[src/shared/quad_io_pkg.sv]
// Package with register map, field layout, reset values and state types of the nibble ports.
package quad_io_pkg;

  localparam int NIB_W = 4;
  localparam int NUM_PORTS = 4;

  localparam logic [7:0] OFS_PORT_A = 8'h00;
  localparam logic [7:0] OFS_PORT_C = 8'h04;
  localparam logic [7:0] OFS_PORT_D = 8'h08;
  localparam logic [7:0] OFS_PORT_F = 8'h0C;
  localparam logic [7:0] OFS_BIT_CMD = 8'h10;
  localparam logic [7:0] OFS_STANDBY = 8'h14;
  localparam logic [7:0] OFS_FUNC_SEL = 8'h18;

  localparam logic [1:0] PORT_SEL_A = 2'h0;
  localparam logic [1:0] PORT_SEL_C = 2'h1;
  localparam logic [1:0] PORT_SEL_D = 2'h2;
  localparam logic [1:0] PORT_SEL_F = 2'h3;

  localparam int CMD_PORT_LSB = 0;
  localparam int CMD_BIT_LSB = 2;
  localparam int CMD_OP_LSB = 4;
  localparam int STAT_TAKEN_BIT = 0;
  localparam int STAT_PIN_BIT = 1;
  localparam int STBY_HALT_BIT = 0;
  localparam int WAKE_BIT = 3;

  localparam int FSEL_SER_IN = 0;
  localparam int FSEL_SER_OUT = 1;
  localparam int FSEL_SER_CLK = 2;
  localparam int FSEL_EXT_INT = 3;

  localparam logic [3:0] RST_LATCH_A = 4'hF;
  localparam logic [3:0] RST_LATCH_F = 4'hF;
  localparam logic [3:0] RST_FUNC_SEL = 4'h0;
  localparam logic [3:0] RST_PIN_LEVEL = 4'hF;

  typedef enum logic [2:0] {
    OP_NONE = 3'h0,
    OP_SET = 3'h1,
    OP_CLEAR = 3'h2,
    OP_BR_SET = 3'h3,
    OP_BR_CLEAR = 3'h4
  } bit_op_t;

  typedef enum logic [1:0] {
    RUN_ST = 2'b01,
    HALT_ST = 2'b10
  } run_state_t;

endpackage : quad_io_pkg

[src/core/quad_bit_io_ports.sv]
// Nibble-wide I/O ports with whole-nibble access, single-bit operations and standby wake.
//
// Summary of operation
// - Reading a port register returns the four pin levels of that port as one nibble.
// - Writing a port register loads all four output latches of that port at once.
// - The two branch tests look at one chosen pin and report taken when it is set or clear.
// - Bit set and bit clear change exactly one output latch and leave the other three alone.
// - Bit 3 of the first port is the standby wake input that ends the halted state.
// - Each pin is fixed by option as open-drain or as output with built-in pull-up.
// - The second and third ports drive an option-selected high or low level during reset.
// - That reset level is chosen for all four bits of a port together.
// - The second port offers the same nibble and bit functions but no standby wake.
// - The third port behaves exactly like the second, reset level option included.
// - Serial in, serial out, serial clock and external interrupt share the fourth port pins.
`timescale 1ns/1ps
module quad_bit_io_ports #(
  parameter logic [3:0] OPEN_DRAIN_A = 4'hF,
  parameter logic [3:0] OPEN_DRAIN_C = 4'hF,
  parameter logic [3:0] OPEN_DRAIN_D = 4'hF,
  parameter logic [3:0] OPEN_DRAIN_F = 4'hF,
  parameter logic RESET_HIGH_C = 1'b1,
  parameter logic RESET_HIGH_D = 1'b1
) (
  input wire logic CLOCK_I,
  input wire logic RST_B_I,
  input wire logic CYC_I,
  input wire logic STB_I,
  input wire logic WE_I,
  input wire logic [7:0] ADR_I,
  input wire logic [3:0] SEL_I,
  input wire logic [31:0] DAT_I,
  output logic [31:0] DAT_O,
  output logic ACK_O,
  input wire logic [quad_io_pkg::NIB_W-1:0] FIRST_NIBBLE_PORT_I,
  output logic [quad_io_pkg::NIB_W-1:0] FIRST_NIBBLE_PORT_O,
  output logic [quad_io_pkg::NIB_W-1:0] FIRST_NIBBLE_PORT_OE_B_O,
  output logic [quad_io_pkg::NIB_W-1:0] FIRST_NIBBLE_PULLUP_O,
  input wire logic [quad_io_pkg::NIB_W-1:0] SECOND_NIBBLE_PORT_I,
  output logic [quad_io_pkg::NIB_W-1:0] SECOND_NIBBLE_PORT_O,
  output logic [quad_io_pkg::NIB_W-1:0] SECOND_NIBBLE_PORT_OE_B_O,
  output logic [quad_io_pkg::NIB_W-1:0] SECOND_NIBBLE_PULLUP_O,
  input wire logic [quad_io_pkg::NIB_W-1:0] THIRD_NIBBLE_PORT_I,
  output logic [quad_io_pkg::NIB_W-1:0] THIRD_NIBBLE_PORT_O,
  output logic [quad_io_pkg::NIB_W-1:0] THIRD_NIBBLE_PORT_OE_B_O,
  output logic [quad_io_pkg::NIB_W-1:0] THIRD_NIBBLE_PULLUP_O,
  input wire logic [quad_io_pkg::NIB_W-1:0] SHARED_SERIAL_PORT_I,
  output logic [quad_io_pkg::NIB_W-1:0] SHARED_SERIAL_PORT_O,
  output logic [quad_io_pkg::NIB_W-1:0] SHARED_SERIAL_PORT_OE_B_O,
  output logic [quad_io_pkg::NIB_W-1:0] SHARED_SERIAL_PULLUP_O,
  input wire logic SER_DATA_OUT_I,
  input wire logic SER_CLK_OUT_I,
  input wire logic SER_CLK_DRIVE_I,
  output logic SER_DATA_IN_O,
  output logic SER_CLK_IN_O,
  output logic EXT_INT_REQ_B_O,
  output logic HALTED_O
);
  import quad_io_pkg::*;

  typedef struct packed {
    logic [NUM_PORTS-1:0][NIB_W-1:0] latch;
    logic [NIB_W-1:0] func_sel;
    run_state_t run_st;
    logic taken;
    logic pin_seen;
    logic ack;
    logic [31:0] rdata;
  } port_state_t;

  localparam logic [3:0] RST_LATCH_C = {4{RESET_HIGH_C}};
  localparam logic [3:0] RST_LATCH_D = {4{RESET_HIGH_D}};

  localparam port_state_t ST_RST = '{
    latch: {RST_LATCH_F, RST_LATCH_D, RST_LATCH_C, RST_LATCH_A},
    func_sel: RST_FUNC_SEL,
    run_st: RUN_ST,
    taken: 1'b0,
    pin_seen: 1'b0,
    ack: 1'b0,
    rdata: 32'h0000_0000
  };

  port_state_t st_r;
  port_state_t st_nxt;

  logic [NIB_W-1:0] pin_raw [NUM_PORTS];
  logic [NIB_W-1:0] pin_lvl [NUM_PORTS];
  logic req;
  logic wr_en;
  logic rd_en;
  logic [1:0] cmd_port;
  logic [1:0] cmd_bit;
  bit_op_t cmd_op;
  logic [NIB_W-1:0] f_drive;

  function automatic logic [NIB_W-1:0] bit_mask(input logic [1:0] idx);
    logic [NIB_W-1:0] m;
    m = 4'h0;
    m[idx] = 1'b1;
    return m;
  endfunction : bit_mask

  function automatic logic [NIB_W-1:0] port_of_addr(input logic [7:0] adr);
    logic [NIB_W-1:0] hit;
    hit = 4'h0;
    hit[0] = (adr == OFS_PORT_A);
    hit[1] = (adr == OFS_PORT_C);
    hit[2] = (adr == OFS_PORT_D);
    hit[3] = (adr == OFS_PORT_F);
    return hit;
  endfunction : port_of_addr

  assign pin_raw[0] = FIRST_NIBBLE_PORT_I;
  assign pin_raw[1] = SECOND_NIBBLE_PORT_I;
  assign pin_raw[2] = THIRD_NIBBLE_PORT_I;
  assign pin_raw[3] = SHARED_SERIAL_PORT_I;

  // Every pin level seen by software or the wake logic is filtered against chatter first.
  for (genvar p = 0; p < NUM_PORTS; p++) begin : g_sync
    nibble_pin_sync #(
      .W(NIB_W)
    ) u_sync (
      .clk_i(CLOCK_I),
      .rst_b_i(RST_B_I),
      .pin_i(pin_raw[p]),
      .level_o(pin_lvl[p])
    );
  end

  assign req = CYC_I & STB_I & ~st_r.ack;
  assign wr_en = req & WE_I & SEL_I[0];
  assign rd_en = req & ~WE_I;
  assign cmd_port = DAT_I[CMD_PORT_LSB +: 2];
  assign cmd_bit = DAT_I[CMD_BIT_LSB +: 2];
  assign cmd_op = bit_op_t'(DAT_I[CMD_OP_LSB +: 3]);

  always_comb begin
    logic [NIB_W-1:0] hit;
    hit = port_of_addr(ADR_I);
    st_nxt = st_r;
    st_nxt.ack = req;
    if (wr_en) begin
      for (int p = 0; p < NUM_PORTS; p++) begin
        if (hit[p]) begin
          st_nxt.latch[p] = DAT_I[NIB_W-1:0];
        end
      end
      if (ADR_I == OFS_BIT_CMD) begin
        unique case (cmd_op)
          OP_SET: begin
            st_nxt.latch[cmd_port] = st_r.latch[cmd_port] | bit_mask(cmd_bit);
          end
          OP_CLEAR: begin
            st_nxt.latch[cmd_port] = st_r.latch[cmd_port] & ~bit_mask(cmd_bit);
          end
          OP_BR_SET: begin
            st_nxt.pin_seen = |(pin_lvl[cmd_port] & bit_mask(cmd_bit));
            st_nxt.taken = |(pin_lvl[cmd_port] & bit_mask(cmd_bit));
          end
          OP_BR_CLEAR: begin
            st_nxt.pin_seen = |(pin_lvl[cmd_port] & bit_mask(cmd_bit));
            st_nxt.taken = ~|(pin_lvl[cmd_port] & bit_mask(cmd_bit));
          end
          default: begin
          end
        endcase
      end
      if (ADR_I == OFS_FUNC_SEL) begin
        st_nxt.func_sel = DAT_I[NIB_W-1:0];
      end
      if ((ADR_I == OFS_STANDBY) && DAT_I[STBY_HALT_BIT]) begin
        st_nxt.run_st = HALT_ST;
      end
    end
    // Wake is level sensitive, so bounce on the pin while halt is entered would wake at once.
    if ((st_r.run_st == HALT_ST) && pin_lvl[0][WAKE_BIT]) begin
      st_nxt.run_st = RUN_ST;
    end
    st_nxt.rdata = 32'h0000_0000;
    if (rd_en) begin
      for (int p = 0; p < NUM_PORTS; p++) begin
        if (hit[p]) begin
          st_nxt.rdata = {28'h000_0000, pin_lvl[p]};
        end
      end
      unique case (ADR_I)
        OFS_BIT_CMD: begin
          st_nxt.rdata[STAT_TAKEN_BIT] = st_r.taken;
          st_nxt.rdata[STAT_PIN_BIT] = st_r.pin_seen;
        end
        OFS_STANDBY: begin
          st_nxt.rdata[STBY_HALT_BIT] = (st_r.run_st == HALT_ST);
        end
        OFS_FUNC_SEL: begin
          st_nxt.rdata[NIB_W-1:0] = st_r.func_sel;
        end
        default: begin
        end
      endcase
    end
  end

  // Reset values are constants, so the pins reach their reset level the moment reset asserts.
  always_ff @(posedge CLOCK_I or negedge RST_B_I) begin
    if (!RST_B_I) begin
      st_r <= ST_RST;
    end else begin
      st_r <= st_nxt;
    end
  end

  // The shared pins hand their drive to the serial unit only for the functions selected.
  always_comb begin
    f_drive = st_r.latch[3];
    if (st_r.func_sel[FSEL_SER_IN]) begin
      f_drive[FSEL_SER_IN] = 1'b1;
    end
    if (st_r.func_sel[FSEL_SER_OUT]) begin
      f_drive[FSEL_SER_OUT] = SER_DATA_OUT_I;
    end
    if (st_r.func_sel[FSEL_SER_CLK]) begin
      f_drive[FSEL_SER_CLK] = SER_CLK_DRIVE_I ? SER_CLK_OUT_I : 1'b1;
    end
    if (st_r.func_sel[FSEL_EXT_INT]) begin
      f_drive[FSEL_EXT_INT] = 1'b1;
    end
  end

  // Pins only ever pull low; a high level comes from the resistor or the outside circuit.
  assign FIRST_NIBBLE_PORT_O = 4'h0;
  assign SECOND_NIBBLE_PORT_O = 4'h0;
  assign THIRD_NIBBLE_PORT_O = 4'h0;
  assign SHARED_SERIAL_PORT_O = 4'h0;
  assign FIRST_NIBBLE_PORT_OE_B_O = st_r.latch[0];
  assign SECOND_NIBBLE_PORT_OE_B_O = st_r.latch[1];
  assign THIRD_NIBBLE_PORT_OE_B_O = st_r.latch[2];
  assign SHARED_SERIAL_PORT_OE_B_O = f_drive;
  assign FIRST_NIBBLE_PULLUP_O = ~OPEN_DRAIN_A;
  assign SECOND_NIBBLE_PULLUP_O = ~OPEN_DRAIN_C;
  assign THIRD_NIBBLE_PULLUP_O = ~OPEN_DRAIN_D;
  assign SHARED_SERIAL_PULLUP_O = ~OPEN_DRAIN_F;

  assign SER_DATA_IN_O = st_r.func_sel[FSEL_SER_IN] ? pin_lvl[3][FSEL_SER_IN] : 1'b1;
  assign SER_CLK_IN_O = st_r.func_sel[FSEL_SER_CLK] ? pin_lvl[3][FSEL_SER_CLK] : 1'b1;
  assign EXT_INT_REQ_B_O = st_r.func_sel[FSEL_EXT_INT] ? pin_lvl[3][FSEL_EXT_INT] : 1'b1;
  assign HALTED_O = (st_r.run_st == HALT_ST);
  assign DAT_O = st_r.rdata;
  assign ACK_O = st_r.ack;
endmodule : quad_bit_io_ports

[src/core/nibble_pin_sync.sv]
// Three-stage pin synchroniser that accepts a new level once the last two stages agree.
`timescale 1ns/1ps
module nibble_pin_sync #(
  parameter int W = 4
) (
  input wire logic clk_i,
  input wire logic rst_b_i,
  input wire logic [W-1:0] pin_i,
  output logic [W-1:0] level_o
);
  import quad_io_pkg::*;

  typedef struct packed {
    logic [W-1:0] s1;
    logic [W-1:0] s2;
    logic [W-1:0] s3;
    logic [W-1:0] level;
  } sync_state_t;

  sync_state_t st_r;
  sync_state_t st_nxt;

  // The first stage feeds the second stage only, so a metastable value never reaches logic.
  always_comb begin
    st_nxt = st_r;
    st_nxt.s1 = pin_i;
    st_nxt.s2 = st_r.s1;
    st_nxt.s3 = st_r.s2;
    for (int i = 0; i < W; i++) begin
      if (st_r.s2[i] == st_r.s3[i]) begin
        st_nxt.level[i] = st_r.s3[i];
      end
    end
  end

  always_ff @(posedge clk_i or negedge rst_b_i) begin
    if (!rst_b_i) begin
      st_r <= '{s1: '1, s2: '1, s3: '1, level: '1};
    end else begin
      st_r <= st_nxt;
    end
  end

  assign level_o = st_r.level;

endmodule : nibble_pin_sync

[config.mk]
export PLATFORM = sky130hd
export DESIGN_NAME = quad_bit_io_ports
export DESIGN_NICKNAME = d
export VERILOG_FILES = /design/src/shared/quad_io_pkg.sv /design/src/core/quad_bit_io_ports.sv /design/src/core/nibble_pin_sync.sv
export SDC_FILE = /design/constraint.sdc
export NUM_CORES = 1
export LEC_CHECK = 0
export BUFFER_PORTS_ARGS = -buffer_cell sky130_fd_sc_hd__buf_4
export CAP_MARGIN = 20
export CORE_UTILIZATION = 54
export CTS_CLUSTER_DIAMETER = 30
export DETAILED_ROUTE_END_ITERATION = 8
export PLACE_DENSITY = 0.81
export SETUP_SLACK_MARGIN = 0.1
export SYNTH_ARGS = -nofsm -noshare
export SYNTH_HDL_FRONTEND = slang
export SYNTH_SLANG_ARGS = --single-unit
[constraint.sdc]
create_clock -name CLOCK_I -period 3.6 [get_ports CLOCK_I]
set_clock_uncertainty 0.05 [all_clocks]
set_input_delay 0.18 -clock CLOCK_I [delete_from_list [all_inputs] [get_ports CLOCK_I]]
set_output_delay 0.18 -clock CLOCK_I [all_outputs]
set_load 0.1 [all_outputs]
==> results.sh <==
export IMPL_status="completed"
export IMPL_fin_hold_ws_ns=0.0605
export IMPL_postCtsHoldBufs=16
export IMPL_port_buffers=64
export IMPL_synthCells=356
export IMPL_initialDrtViolationCount=117
export IMPL_setup_violations=0
export IMPL_syn_area_mm2=0.00448
export IMPL_drtPass1Iterations=4
export IMPL_synth_edf_count=0
export IMPL_clock_latency_ns=0.36
export IMPL_syn2layout_area_growth_pct=13.5
export IMPL_multi_input_area_mm2=0.00162
export IMPL_drv_slew=0
export IMPL_yosysTopAreaCell="dfstp_2"
export IMPL_synth_top_area_share_pct=47.5
export IMPL_grt_ovfl_total=0
export IMPL_relSlewSlack_pct=40.0
export IMPL_n_fill_cell=610
export IMPL_cp_max_fo=12
export IMPL_post_cts_buffers=0
export IMPL_crit_type="flop to flop"
export IMPL_power_frac_seq_pct=50.2
export IMPL_cts_buffers=9
export IMPL_num_nets_final=488
export IMPL_end_kind="flop"
export IMPL_period_minus_slack_ns=2.45
export IMPL_dieWidth_um=93.1
export IMPL_dieArea_mm2=0.00866
export IMPL_switching_power_mw=0.811
export IMPL_seqCellArea_mm2=0.00243
export IMPL_fmax_ghz=0.408
export IMPL_ys_async_sr_fraction_pct=100
export IMPL_fin_tns_setup_ns=0
export IMPL_finalNonFillerCells=527
export IMPL_cts_repair_resized=0
export IMPL_cp_data_arrival_time_ns=2.71
export IMPL_root_buffer="clkbuf_8"
export IMPL_hp_class="input port to flop"
export IMPL_grt_pass1_wl_mm=13.0
export IMPL_vias=2720
export IMPL_dp_cells=493
export IMPL_synth_most_common_cell="dfstp_2"
export IMPL_fin_ws_ns=1.15
export IMPL_wirelength_mm=8.19
export IMPL_cts_sinks=93
export IMPL_power_mw=2.31
export IMPL_initial_core_util_pct=56.8
export IMPL_synthTopCellsByArea="dfstp_2, buf_4, dfrtp_1"
export IMPL_htreeDepth=3
export IMPL_clk_pin_slew_ns=0.11
export IMPL_grt_usage_pct=19.9
export IMPL_fin_crit_sh_pct=68.1
export IMPL_grt_pass1_vias=2659
export IMPL_synth_warnings=0
export IMPL_irDropWorstVdd_mv=0.392
export IMPL_grt_max_degree=94
export IMPL_synthTopCellsByCount="dfstp_2, buf_4, nand2_1"
export IMPL_startpoint_type="flop"
export IMPL_p_int_mw=1.50
export IMPL_clkPwrFrac_pct=29.3
export IMPL_hold_viol=0
export IMPL_via_per_inst=5.16
export IMPL_ant_nets=0
export IMPL_place_gp_congestion=0.862
export IMPL_wl_per_cell_um=15.5
export IMPL_antenna_found_initial=0
export IMPL_drive_gt1_share_pct=47.5
export IMPL_crit_required_ns=3.86
export IMPL_synth_seq_area_share_pct=54.2
export IMPL_rsz0062_at_grt="false"
export IMPL_drc_errors=0
export IMPL_share_comb_of_total_power_pct=20.5
export IMPL_leakagePower_nw=2.16
export IMPL_cap_violations=0
export IMPL_p_per_area_mw_per_mm2=455
export IMPL_max_slew_worst_pin_slew_ns=0.893
export IMPL_ys_flop_type="dfstp_2"
export IMPL_n_antenna_cell=0
export IMPL_place_ws_ns=1.07
export IMPL_row_count=32
export IMPL_core_region_area_mm2=0.00789
export IMPL_clock_tree_buffer_depth=2
export IMPL_place_hpwl_mm=5.71
export IMPL_avgSynthCellArea_um2=12.6
export IMPL_cts_tree="built"
export IMPL_die_h_um=93.1
export IMPL_p_sw_share_pct=35.0
export IMPL_ys_ff_latch=93
export IMPL_ys_types=45
export IMPL_pin_count=153
layer usage:
metal / part of all wire, % / track usage, % / vias to the layer above / wire length [um]
li1: - / - / 1233 / -
met1: 39 / 24.0 / 1369 / 3160
met2: 55 / 35.4 / 106 / 4470
met3: 5.4 / 4.63 / 12 / 440
met4: 1.4 / 5.64 / 0 / 114
met5: 0 / 0 / - / 0
power groups by stage:
stage / Combinational, mW / Clock, mW / Sequential, mW
6_report: 0.474 / 0.679 / 1.16
5_1_grt: 0.492 / 0.741 / 1.17
4_1_cts: 0.469 / 0.692 / 1.16
3_3_place_gp: 0.449 / 0 / 1.17
2_1_floorplan: 0.428 / 0 / 1.17
3_5_place_dp: 0.455 / 0 / 1.18
cells in the final DEF (no fill, tap or decap), types with 3 or more instances in the layout:
cell type and count:
nand2_1 25, dlygate4sd3_1 17, dfstp_2 81, mux4_2 13, mux2_2 10, dfrtp_1 12
o211ai_1 5, clkbuf_8 9, conb_1 60, a21oi_1 3, nor2_1 10, or2_2 5
inv_1 8, o31ai_1 5, nand2b_1 10, nand3b_1 8, nand3_1 8, a22oi_1 12
buf_4 64, nor2b_1 4, inv_6 3, maj3_1 16
state kept, by name, indices dropped and copies added, names as in the netlist:
register                   count
g_sync.u_sync.st_nxt          32
st_r                          12
g_sync.u_sync.st_r            16
DAT_O                          4
THIRD_NIBBLE_PORT_OE_B_O       4
SECOND_NIBBLE_PORT_OE_B_O      4
g_sync.u_sync.level_o         16
ACK_O                          1
FIRST_NIBBLE_PORT_OE_B_O       4
stage by stage:
step / utilization [%] / instance area (um^2)
after floorplan: - / 4700
after global placement: 59.5 / 4690
after detailed placement: 59.5 / 4690
after CTS: 64.0 / 5050
after global routing: 64.5 / 5080
final: 64.5 / 5080
area by class of cell:
class                   count  area share, %
well taps                 102           2.51
clock buffers               9           2.44
repair buffers             82           13.3
inverters                   8          0.591
multi-input cells         226           31.9
clock inverters             7           1.43
flip-flops and latches     93           47.8
critical path: stages (launching register included):
cell	delay (ns)
dfrtp_1	0.40
nand3b_1	0.26
nor4_2	0.82
nor4b_2	0.61
a22oi_1	0.14
nand2_1	0.11
path summary, 6_finish.rpt:
path                                                 start  slack [ns]  depth (start not counted)                          end
max in group asynchronous                          RST_B_I        2.60                          3  g_sync[1].u_sync.level_o[1]
min in group asynchronous                          RST_B_I        0.22                          2                     st_r[34]
worst min-delay path                                  WE_I        0.06                          3                     DAT_O[3]
worst max-delay path                                 ACK_O        1.15                          5  FIRST_NIBBLE_PORT_OE_B_O[2]
worst min register to register  g_sync[0].u_sync.st_nxt[9]        0.30                          0   g_sync[0].u_sync.st_nxt[5]
worst max register to register                       ACK_O        1.15                          5  FIRST_NIBBLE_PORT_OE_B_O[2]
cells by family after synthesis:
logic type                 Yosys count  share of synthesized area [%]
buffers and inverters               96                           14.5
DFF                                 93                           54.2
and+or+nand+nor                     89                           12.4
AOI/OAI and AO/OA                   35                           5.56
muxes                               25                           9.50
adders and majority gates           16                           3.58
other                                1                         0.0837
xor gates and xnor gates             1                          0.196
Power figures use the tool's default switching activity.
